===== src/common/nvac_consts.vh =====
// constants for the nonvolatile byte access controller
`ifndef NVAC_CONSTS_VH
`define NVAC_CONSTS_VH

// byte offsets on the register bus
`define NVAC_OFS_DATA      5'h00
`define NVAC_OFS_ADDR      5'h04
`define NVAC_OFS_CTRL      5'h08
`define NVAC_OFS_UNLOCK    5'h0c
`define NVAC_OFS_FLAGS     5'h10

// control register field positions
`define NVAC_CTRL_RD       0
`define NVAC_CTRL_WR       1
`define NVAC_CTRL_PERMIT   2
`define NVAC_CTRL_ABORT    3

// peripheral flag register field position
`define NVAC_FLAGS_DONE    7

// reset values
`define NVAC_DATA_RST      8'h00
`define NVAC_ADDR_RST      8'h00

// unlock keys
`define NVAC_KEY_FIRST     8'h55
`define NVAC_KEY_SECOND    8'haa

// timing
`define NVAC_CLK_NS        8
`define NVAC_PWRT_MS       64
`define NVAC_PWRT_CYCLES   ((`NVAC_PWRT_MS * 1000000) / `NVAC_CLK_NS)
`define NVAC_WRITE_CYCLES  16'h03e8
`define NVAC_UNLOCK_WINDOW 4'h8

// array size: 8 for 256 bytes, 7 for 128 bytes
`define NVAC_ADDR_BITS     8

`endif


===== src/design/nvac_array.v =====
// byte array storage with erase and program strobes and programmer read port
module nvac_array #(
  parameter ADDR_BITS = 8
) (
  input  wire                 core_clk,
  input  wire                 sys_rst,
  input  wire                 erase_stb,
  input  wire                 prog_stb,
  input  wire [ADDR_BITS-1:0] wr_addr,
  input  wire [7:0]           wr_data,
  input  wire [ADDR_BITS-1:0] rd_addr,
  output wire [7:0]           rd_data,
  input  wire [ADDR_BITS-1:0] prog_addr,
  input  wire                 code_protect,
  output wire [7:0]           prog_rdata
);
  localparam DEPTH = 1 << ADDR_BITS;

  reg [7:0] mem [0:DEPTH-1];
  reg [7:0] prog_rdata_r;

  // erase first, then program the same location
  always @(posedge core_clk) begin
    if (erase_stb) begin
      mem[wr_addr] <= 8'hff;
    end else if (prog_stb) begin
      mem[wr_addr] <= wr_data;
    end
  end

  assign rd_data = mem[rd_addr];

  // external programmer sees zeros under protection
  always @(posedge core_clk) begin
    if (sys_rst) begin
      prog_rdata_r <= 8'h00;
    end else if (code_protect) begin
      prog_rdata_r <= 8'h00;
    end else begin
      prog_rdata_r <= mem[prog_addr];
    end
  end

  assign prog_rdata = prog_rdata_r;

endmodule // nvac_array


===== src/design/nvac_ctrl.v =====
// register front end, unlock sequencer and write timer for the byte array
//
// Decided for this implementation: the Avalon-MM interface to the registers and the register offsets.
`include "nvac_consts.vh"

module nvac_ctrl #(
  parameter        ADDR_BITS    = `NVAC_ADDR_BITS,
  parameter [23:0] PWRT_CYCLES  = `NVAC_PWRT_CYCLES,
  parameter [15:0] WRITE_CYCLES = `NVAC_WRITE_CYCLES
) (
  input  wire                 core_clk,
  input  wire                 sys_rst,
  input  wire [4:0]           avs_address,
  input  wire                 avs_read,
  input  wire                 avs_write,
  input  wire [31:0]          avs_writedata,
  input  wire [3:0]           avs_byteenable,
  output wire [31:0]          avs_readdata,
  output wire                 avs_waitrequest,
  input  wire                 external_reset_pin_n,
  input  wire                 watchdog_timer_rst,
  input  wire                 brownout_reset,
  input  wire                 code_protect,
  input  wire [ADDR_BITS-1:0] prog_addr,
  output wire [7:0]           prog_rdata,
  output wire                 write_done_flag,
  output wire                 nv_write_busy
);
  localparam [2:0] U_IDLE = 3'b001;
  localparam [2:0] U_KEY1 = 3'b010;
  localparam [2:0] U_KEY2 = 3'b100;
  localparam [7:0] ADDR_MASK = (ADDR_BITS == 8) ? 8'hff : 8'h7f;

  function hit;
    input [4:0] addr;
    input [4:0] ofs;
    begin
      hit = (addr == ofs);
    end
  endfunction

  function [31:0] pad32;
    input [7:0] val;
    begin
      pad32 = {24'h000000, val};
    end
  endfunction

  reg  [2:0]           rst_s1_r;
  reg  [2:0]           rst_s2_r;
  reg                  ack_r;
  reg  [31:0]          rdata_r;
  reg  [31:0]          rmux;
  reg  [7:0]           data_r;
  reg  [7:0]           addr_r;
  reg                  rd_trig_r;
  reg                  wr_trig_r;
  reg                  permit_r;
  reg                  abort_r;
  reg                  done_r;
  reg  [2:0]           ustate_r;
  reg  [2:0]           ustate_nxt;
  reg  [3:0]           ugap_r;
  reg  [23:0]          pwrt_cnt_r;
  reg  [15:0]          wtmr_r;
  reg  [ADDR_BITS-1:0] lat_addr_r;
  reg  [7:0]           lat_data_r;
  reg                  erase_stb_r;
  reg                  prog_stb_r;
  wire [7:0]           arr_rdata;
  wire                 warm_rst;
  wire                 req;
  wire                 wr_acc;
  wire                 rd_acc;
  wire                 be0;
  wire                 data_wr;
  wire                 addr_wr;
  wire                 ctrl_wr;
  wire                 unlock_wr;
  wire                 flags_wr;
  wire                 key1;
  wire                 key2;
  wire                 gap_out;
  wire                 pwrt_busy;
  wire                 wr_start;
  wire                 done_set;
  wire                 abort_set;

  // two-stage synchronisers for the warm reset sources
  always @(posedge core_clk) begin
    if (sys_rst) begin
      rst_s1_r <= 3'h0;
      rst_s2_r <= 3'h0;
    end else begin
      rst_s1_r <= {~external_reset_pin_n, watchdog_timer_rst, brownout_reset};
      rst_s2_r <= rst_s1_r;
    end
  end

  assign warm_rst = |rst_s2_r;

  // bus slave with one wait state per access
  assign req             = avs_read | avs_write;
  assign avs_waitrequest = req & ~ack_r;
  assign wr_acc          = avs_write & ack_r;
  assign rd_acc          = avs_read & ack_r;
  assign be0             = avs_byteenable[0];

  always @(posedge core_clk) begin
    if (sys_rst) begin
      ack_r <= 1'b0;
    end else begin
      ack_r <= req & ~ack_r;
    end
  end

  assign data_wr   = wr_acc & be0 & hit(avs_address, `NVAC_OFS_DATA);
  assign addr_wr   = wr_acc & be0 & hit(avs_address, `NVAC_OFS_ADDR);
  assign ctrl_wr   = wr_acc & be0 & hit(avs_address, `NVAC_OFS_CTRL);
  assign unlock_wr = wr_acc & be0 & hit(avs_address, `NVAC_OFS_UNLOCK);
  assign flags_wr  = wr_acc & be0 & hit(avs_address, `NVAC_OFS_FLAGS);
  assign key1      = avs_writedata[7:0] == `NVAC_KEY_FIRST;
  assign key2      = avs_writedata[7:0] == `NVAC_KEY_SECOND;

  // read mux, unmapped offsets read zero
  always @* begin
    rmux = 32'h00000000;
    case (avs_address)
      `NVAC_OFS_DATA: begin
        rmux = pad32(data_r);
      end
      `NVAC_OFS_ADDR: begin
        rmux = pad32(addr_r & ADDR_MASK);
      end
      `NVAC_OFS_CTRL: begin
        rmux = pad32({4'h0, abort_r, permit_r, wr_trig_r, rd_trig_r});
      end
      `NVAC_OFS_UNLOCK: begin
        rmux = 32'h00000000;
      end
      `NVAC_OFS_FLAGS: begin
        rmux = pad32({done_r, 7'h00});
      end
      default: begin
        rmux = 32'h00000000;
      end
    endcase
  end

  always @(posedge core_clk) begin
    if (sys_rst) begin
      rdata_r <= 32'h00000000;
    end else if (avs_read & ~ack_r) begin
      rdata_r <= rmux;
    end
  end

  assign avs_readdata = rdata_r;

  // power-up timer
  always @(posedge core_clk) begin
    if (sys_rst) begin
      pwrt_cnt_r <= PWRT_CYCLES;
    end else if (pwrt_cnt_r != 24'h000000) begin
      pwrt_cnt_r <= pwrt_cnt_r - 24'h000001;
    end
  end

  assign pwrt_busy = pwrt_cnt_r != 24'h000000;

  // unlock sequencer
  assign gap_out = (ustate_r != U_IDLE) & (ugap_r == `NVAC_UNLOCK_WINDOW);

  always @* begin
    ustate_nxt = ustate_r;
    case (ustate_r)
      U_IDLE: begin
        if (unlock_wr & key1) begin
          ustate_nxt = U_KEY1;
        end
      end
      U_KEY1: begin
        if (unlock_wr & key2) begin
          ustate_nxt = U_KEY2;
        end else if (unlock_wr & key1) begin
          ustate_nxt = U_KEY1;
        end else if (wr_acc | rd_acc | gap_out) begin
          ustate_nxt = U_IDLE;
        end
      end
      U_KEY2: begin
        if (unlock_wr & key1) begin
          ustate_nxt = U_KEY1;
        end else if (wr_acc | rd_acc | gap_out) begin
          ustate_nxt = U_IDLE;
        end
      end
      default: begin
        ustate_nxt = U_IDLE;
      end
    endcase
  end

  always @(posedge core_clk) begin
    if (sys_rst | warm_rst) begin
      ustate_r <= U_IDLE;
      ugap_r   <= 4'h0;
    end else begin
      ustate_r <= ustate_nxt;
      if (wr_acc | rd_acc) begin
        ugap_r <= 4'h0;
      end else if (ustate_r != U_IDLE && ugap_r != `NVAC_UNLOCK_WINDOW) begin
        ugap_r <= ugap_r + 4'h1;
      end
    end
  end

  // write start qualification
  assign wr_start = ctrl_wr & avs_writedata[`NVAC_CTRL_WR] & ~wr_trig_r
                  & permit_r & (ustate_r == U_KEY2) & ~gap_out
                  & ~pwrt_busy & ~warm_rst;
  assign done_set  = wr_trig_r & (wtmr_r == 16'h0000) & ~warm_rst;
  assign abort_set = warm_rst & wr_trig_r;

  // write timer and array strobes
  always @(posedge core_clk) begin
    if (sys_rst) begin
      wr_trig_r   <= 1'b0;
      wtmr_r      <= 16'h0000;
      lat_addr_r  <= {ADDR_BITS{1'b0}};
      lat_data_r  <= 8'h00;
      erase_stb_r <= 1'b0;
      prog_stb_r  <= 1'b0;
    end else begin
      erase_stb_r <= 1'b0;
      prog_stb_r  <= 1'b0;
      if (warm_rst) begin
        wr_trig_r <= 1'b0;
      end else if (wr_start) begin
        wr_trig_r   <= 1'b1;
        wtmr_r      <= WRITE_CYCLES - 16'h0001;
        lat_addr_r  <= addr_r[ADDR_BITS-1:0];
        lat_data_r  <= data_r;
        erase_stb_r <= 1'b1;
      end else if (wr_trig_r) begin
        if (wtmr_r == 16'h0000) begin
          wr_trig_r  <= 1'b0;
          prog_stb_r <= 1'b1;
        end else begin
          wtmr_r <= wtmr_r - 16'h0001;
        end
      end
    end
  end

  // control flags
  always @(posedge core_clk) begin
    if (sys_rst) begin
      rd_trig_r <= 1'b0;
      permit_r  <= 1'b0;
      abort_r   <= 1'b0;
      done_r    <= 1'b0;
    end else begin
      if (warm_rst) begin
        rd_trig_r <= 1'b0;
      end else if (rd_trig_r) begin
        rd_trig_r <= 1'b0;
      end else if (ctrl_wr & avs_writedata[`NVAC_CTRL_RD]) begin
        rd_trig_r <= 1'b1;
      end
      if (ctrl_wr) begin
        permit_r <= avs_writedata[`NVAC_CTRL_PERMIT];
      end
      if (abort_set) begin
        abort_r <= 1'b1;
      end else if (ctrl_wr) begin
        abort_r <= avs_writedata[`NVAC_CTRL_ABORT];
      end
      if (done_set) begin
        done_r <= 1'b1;
      end else if (flags_wr) begin
        done_r <= avs_writedata[`NVAC_FLAGS_DONE];
      end
    end
  end

  // data and address registers
  always @(posedge core_clk) begin
    if (sys_rst | warm_rst) begin
      data_r <= `NVAC_DATA_RST;
      addr_r <= `NVAC_ADDR_RST;
    end else begin
      if (rd_trig_r) begin
        data_r <= arr_rdata;
      end else if (data_wr) begin
        data_r <= avs_writedata[7:0];
      end
      if (addr_wr) begin
        addr_r <= avs_writedata[7:0] & ADDR_MASK;
      end
    end
  end

  nvac_array #(
    .ADDR_BITS (ADDR_BITS)
  ) u_array (
    .core_clk     (core_clk),
    .sys_rst      (sys_rst),
    .erase_stb    (erase_stb_r),
    .prog_stb     (prog_stb_r),
    .wr_addr      (lat_addr_r),
    .wr_data      (lat_data_r),
    .rd_addr      (addr_r[ADDR_BITS-1:0]),
    .rd_data      (arr_rdata),
    .prog_addr    (prog_addr),
    .code_protect (code_protect),
    .prog_rdata   (prog_rdata)
  );

  assign write_done_flag = done_r;
  assign nv_write_busy   = wr_trig_r;

endmodule // nvac_ctrl


===== config.mk =====
export PLATFORM = sky130hd
export DESIGN_NAME = nvac_ctrl
export DESIGN_NICKNAME = d
export VERILOG_FILES = /design/src/design/nvac_array.v /design/src/design/nvac_ctrl.v
export VERILOG_INCLUDE_DIRS = /design/src /design/src/common
export SDC_FILE = /design/constraint.sdc
export NUM_CORES = 2
export LEC_CHECK = 0
export BUFFER_PORTS_ARGS = -buffer_cell sky130_fd_sc_hd__buf_2
export CAP_MARGIN = 20
export CELL_PAD_IN_SITES_DETAIL_PLACEMENT = 1
export CELL_PAD_IN_SITES_GLOBAL_PLACEMENT = 1
export CORE_MARGIN = 2
export CORE_UTILIZATION = 45
export DETAILED_ROUTE_END_ITERATION = 6
export GPL_ROUTABILITY_DRIVEN = 1
export HOLD_SLACK_MARGIN = 0.1
export PLACE_DENSITY = 0.79
export SETUP_SLACK_MARGIN = 0.02
export SYNTH_ARGS = -nofsm -noshare
export SYNTH_HDL_FRONTEND = slang
export SYNTH_SLANG_ARGS = --single-unit

===== constraint.sdc =====
create_clock -name core_clk -period 4.34 [get_ports core_clk]
set_input_delay 0.434 -clock core_clk [delete_from_list [all_inputs] [get_ports core_clk]]
set_output_delay 0.434 -clock core_clk [all_outputs]
set_load 0.02 [all_outputs]

# --- Word-level counts from Yosys, hierarchy flattened ---
# Memory sizes are Yosys's and may differ from the RTL's. A register that Yosys moved wholly into a read port is not among the register bits.
# Index checks and enable logic that the tools add are counted.
op_classes:
  addsub: 3
  mux: 29
  eq_ne: 14
  n_bitwise: 35
  reduce_logical: 16
op_table:
  columns: ["op", "count"]
  rows:
  - ["$mux W16", 3]
  - ["$mux W8", 5]
  - ["$pmux W8 S4", 1]
  - ["$and A1 B1 Y1", 24]
  - ["$reduce_bool A24 Y1", 1]
  - ["$sub A24 B1 Y24 const B", 1]
  - ["$logic_not A16 Y1", 1]
  - ["$sub A16 B1 Y16 const B", 1]
  - ["$mux W1", 15]
  - ["$mux W3", 4]
  - ["$eq A5 B4 Y1 const B", 2]
  - ["$pmux W3 S3", 1]
  - ["$eq A8 B7 Y1 const B", 1]
  - ["$eq A8 B8 Y1 const B", 1]
  - ["$reduce_bool A2 Y1", 4]
  - ["$not A1 Y1", 6]
  - ["$reduce_or A6 Y1", 1]
  - ["$eq A5 B3 Y1 const B", 1]
  - ["$eq A5 B5 Y1 const B", 1]
  - ["$logic_not A5 Y1", 1]
  - ["$or A1 B1 Y1", 5]
  - ["$reduce_or A5 Y1", 1]
  - ["$add A4 B1 Y4 const B", 1]
  - ["$eq A4 B4 Y1 const B", 1]
  - ["other kinds (12)", 14]
totals:
  output_inout_bits: 43
  ramBits: 2048
  input_bits: 57
  n_memories: 1
  register_bits: 125
  elab_cells: 117
mem_list:
  columns: ["name", "depth", "word_bits", "read_ports", "rd_clocked_by_memory_dff", "write_ports", "line_no", "rtl"]
  rows:
  - ["u_array.mem", 256, 8, 2, 2, 1, "nvac_array.v:19", "reg [7:0] mem [0:DEPTH-1];"]

# --- Longest topological paths before layout ---
logic_depth:
  word_depth: 12
  depth_mapped: 12
  mapped_depth_nobuf: 9

# --- Hierarchy ---
# Synthesis repeated with hierarchy kept, for this count alone.
hier_totals:
  cells_unflattened: 6213
  area_unflattened_um2: 102719.8
by_module_without_submodules:
  columns: ["mod", "seq_area_each_um2", "area_each_um2", "cells_per_inst", "instances"]
  rows:
  - ["nvac_array", 61659.1, 97871.4, 5666, 1]
  - ["nvac_ctrl", 2021.9, 4848.4, 547, 1]

# --- Least setup slack after synthesis ---
# Ideal clock, no wire load.
synth_timing:
  path_kind: "reg2reg"
  startpoint: "register prog_stb_r"
  endpoint: "memory u_array.mem[0][0], data pin"
  synth_period_minus_slack_ns: 4.639
  arrival_ns: 3.739
  path_buffers: 0
  t_required_ns: 3.440
  stages_incl_launch_ff: 3
  setup_time_ns: 0.900
  slack_ns: -0.299
  cell_sequence: "dfxtp_1 nor2b_1 nand2b_1"
synth_via:
  elab_chain_len: 4
synth_lines:
  columns: ["item", "line_no", "rtl"]
  rows:
  - ["start, declared", "nvac_ctrl.v:69", "reg prog_stb_r;"]
  - ["start signal, assigned", "nvac_ctrl.v:233", "prog_stb_r <= 1'b0;"]
  - ["start signal, assigned", "nvac_ctrl.v:236", "prog_stb_r <= 1'b0;"]
  - ["start signal, assigned", "nvac_ctrl.v:248", "prog_stb_r <= 1'b1;"]
  - ["$mux W1", "nvac_array.v:26", "end else if (prog_stb) begin"]
  - ["$mux W1", "nvac_array.v:24", "if (erase_stb) begin"]
  - ["$mux W1 (implied by the code)", "nvac_array.v:27", "mem[wr_addr] <= wr_data;"]
  - ["$mux W8 (no source line)", null, null]
  - ["end, declared", "nvac_array.v:19", null]
# No other way between the ends.

==> run metrics <==
status=finished clean; Worst-Margin Slew=1.21 ns; Worst path max stage delay=0.98 ns; initial antenna violation count=12; Worst path top cell family by delay=compound AO/OA/AOI/OAI gates; crit path capture type=flop; Residual DRC=0; max cap viols=0; Crit path top cell by count=mux4_2; drt via density=roughly 6.9; library cells used by synthesis=74; largest fanout on the critical path=37; Cell Area, Synth=approximately 100000 um^2; GRT Resource Usage Total=0.280; vias=between 50000 and 60000; drt first pass iters=6; wl on met1=roughly 110000 um; Async SR Flop Fraction=0; Layout Utilization=0.511; largest cells by area after synthesis=edfxtp_1 61%, mux4_2 27%, dfxtp_1 2.3%; RePlAce Congestion=0.901; Detail Placement HPWL=around 210000 um; number of global-route vias before repair=about 60000; Worst Skew=~0.059 ns; Max Root-Sink Buffers=3; post-synthesis xor/xnor area fraction=0.00298; total die area=about 230000 um^2; simple-gate share of the synthesized area=0.0349; largest net degree at the start of global routing=129; total wire length=316000 um; Critical Path AT=between 4 and 5 ns; die width=approximately 480 um; Max Fclk=approximately 240 MHz; Synth Flop Type=edfxtp_1; Setup Fix Bufs, Post-CTS=0; worst path cell trace=buf_4 > mux4_2 > mux4_2 > a22oi_1 > a31oi_1 > a21oi_1 > o21ai_0; root buffer cell=clkbuf_16; Avg Cell Area, Syn=approximately 20 um^2; Syn Inst Count=between 5000 and 6000; GRT overflow=0; H-tree depth=4; crit start category=flop; Row Count=approximately 170; global-route wire length before repair=~450000 um; drt initial violations=approximately 8600; post-route ant nets=0; CTS tree=yes; Synth Area in Adders=0.000625; core area=between 200000 and 250000 um^2; post-synthesis sequential area ratio=0.638; mux cell area share after synthesis=0.285; Die H=476 um; max layer used=met5; I/O Pins=100; Max Transition Viols Final=0; Static Leak=roughly 0.034 uW; Rel. slew slack=0.193; largest family of logic cells by synthesized area=multiplexers; synth warn=0; compound-cell area share of the yosys netlist=0.0204; kind of critical path=reg -> reg; post-route worst setup slack=approximately 0.22 ns; RSZ-0062 raised after global routing=no; Worst VDD drop=a little under 0.0004 V; HP Class=in -> reg; metal3 WL=33300 um; I/O Buffers=between 40 and 50; Post-DP Area=~110000 um^2; Routed WL per cell=37.2 um; Post-synth EDFFs=approximately 2000; FF+latch count, synth=around 2200; Tmin final=a little over 4 ns; Final Hold Viols=0; Clock Sinks=2165; post-synth top area share=0.615; period utilization=0.950; dominant cell type by area after synthesis=edfxtp_1; fraction of layout cells with a size suffix above 1=0.366; CP required=about 5 ns; TritonCTS Buffers=between 200 and 250; Area growth syn-to-layout=13.3%; Final setup viols=0; worst path buffer plus inverter count=1; hold-fix buffers at CTS=22; clk slew on worst S/H paths=roughly 0.070 ns; final instance area=approximately 110000 um^2; PwrDens=between 300 and 400 nW/um^2; clock latency on the worst-skew pair=just over 0.9 ns; post_cts resized=0; met2 wire len=about 150000 um; Final nets=about 5400; Starting Density=0.451; Worst path slowest cell=dfxtp_4; DP Worst Slack=0.469 ns
-- stage by stage --
step	hold slack (ns)	power (uW)	cells	TNS (ns)
detailed placement	0.436	24800	8054	0
finish	0.0876	42600	8487	0
global placement	0.428	24700	8051	0
CTS	0.126	42700	8471	0
global route	0.100	43500	8481	0
floorplan	0.414	24100	5046	-611.40
-- per-layer routing --
layer / track usage / vias to the layer above
met2: 0.443 / 4108
met4: 0.154 / 8
met5: 0 / -
met3: 0.0627 / 826
met1: 0.361 / 31300
li1: - / 22100
-- sequential cells by signal, summed over array words and instances (netlist names), 8 cells and up, named ones only --
signal and flops:
avs_readdata 8, data_r 8, u_array.mem 2048, u_array.prog_rdata 8, addr_r 8, pwrt_cnt_r 24
lat_data_r 8, wtmr_r 16, lat_addr_r 8
-- final cells by class --
| type | instances | area, um^2 |
|---|---|---|
| antenna | 7 | 17.5 |
| multi-input combinational | 2464 | 34600 |
| sequential | 2165 | 63900 |
| clock buffer | 270 | 5720 |
| clock inverter | 125 | 1040 |
| inverter | 15 | 56.3 |
| tap | 2975 | 3720 |
| timing repair buffer | 466 | 4280 |
| fill | 19800 | 108000 |
-- cell usage after synthesis (6+ instances only) --
| library cell | count |
|---|---|
| o22ai_1 | 17 |
| buf_2 | 68 |
| a31oi_1 | 15 |
| a22oi_1 | 85 |
| mux2i_1 | 94 |
| inv_1 | 15 |
| clkbuf_1 | 207 |
| nor2_1 | 371 |
| nor3b_1 | 6 |
| and2_1 | 8 |
| nand3b_1 | 8 |
| nand3_1 | 56 |
| buf_4 | 33 |
| mux4_2 | 1217 |
| buf_1 | 93 |
| nand4_1 | 9 |
| nand2b_1 | 23 |
| xor2_1 | 20 |
| o21ai_0 | 56 |
| nor3_1 | 39 |
| dfxtp_1 | 117 |
| a2111oi_0 | 8 |
| nor2b_1 | 43 |
| xnor2_1 | 14 |
| nor4_1 | 13 |
| a21oi_1 | 57 |
| nand2_1 | 157 |
| edfxtp_1 | 2048 |
| mux2_2 | 16 |
| a211oi_1 | 19 |
-- path summary, 6_finish.rpt --
path / start / endpoint / slack (ns) / cells past startpoint
worst min-delay path: code_protect / u_array.prog_rdata[1] / 0.09 / 4
worst min register to register: rst_s1_r[0] / rst_s2_r[0] / 0.46 / 1
worst max register to register: flop / data_r[6] / 0.22 / 7
worst max-delay path: flop / data_r[6] / 0.22 / 7
-- worst min-delay path, cell delays in order --
cell	delay (ns)
buf_2	0.15
nor4_1	0.10
a22oi_1	0.17
o21ai_0	0.11
-- layout by cell type, fill, tap and decap left out, drive strengths merged, types with 56 or more instances in the layout --
cell type,n
edfxtp,2048
mux4,1217
buf,443
nor2,371
clkbuf,271
nand2,158
dfxtp,117
clkinv,104
mux2i,94
a22oi,85
a21oi,57
o21ai,56
nand3,56
-- logic make-up after synthesis --
logic type                 count (synthesis)
AOI/OAI and AO/OA                        305
xor gates and xnor gates                  34
adders and majority gates                  5
buffers and inverters                    417
DFF                                     2165
muxes                                   1327
other                                      1
and+or+nand+nor                          769
-- power by group --
part,internal [uW],switching [uW]
Clock,10000,8230
Combinational,825,981
Sequential,22500,41.4
No activity file was read; power rests on OpenSTA's default activity.
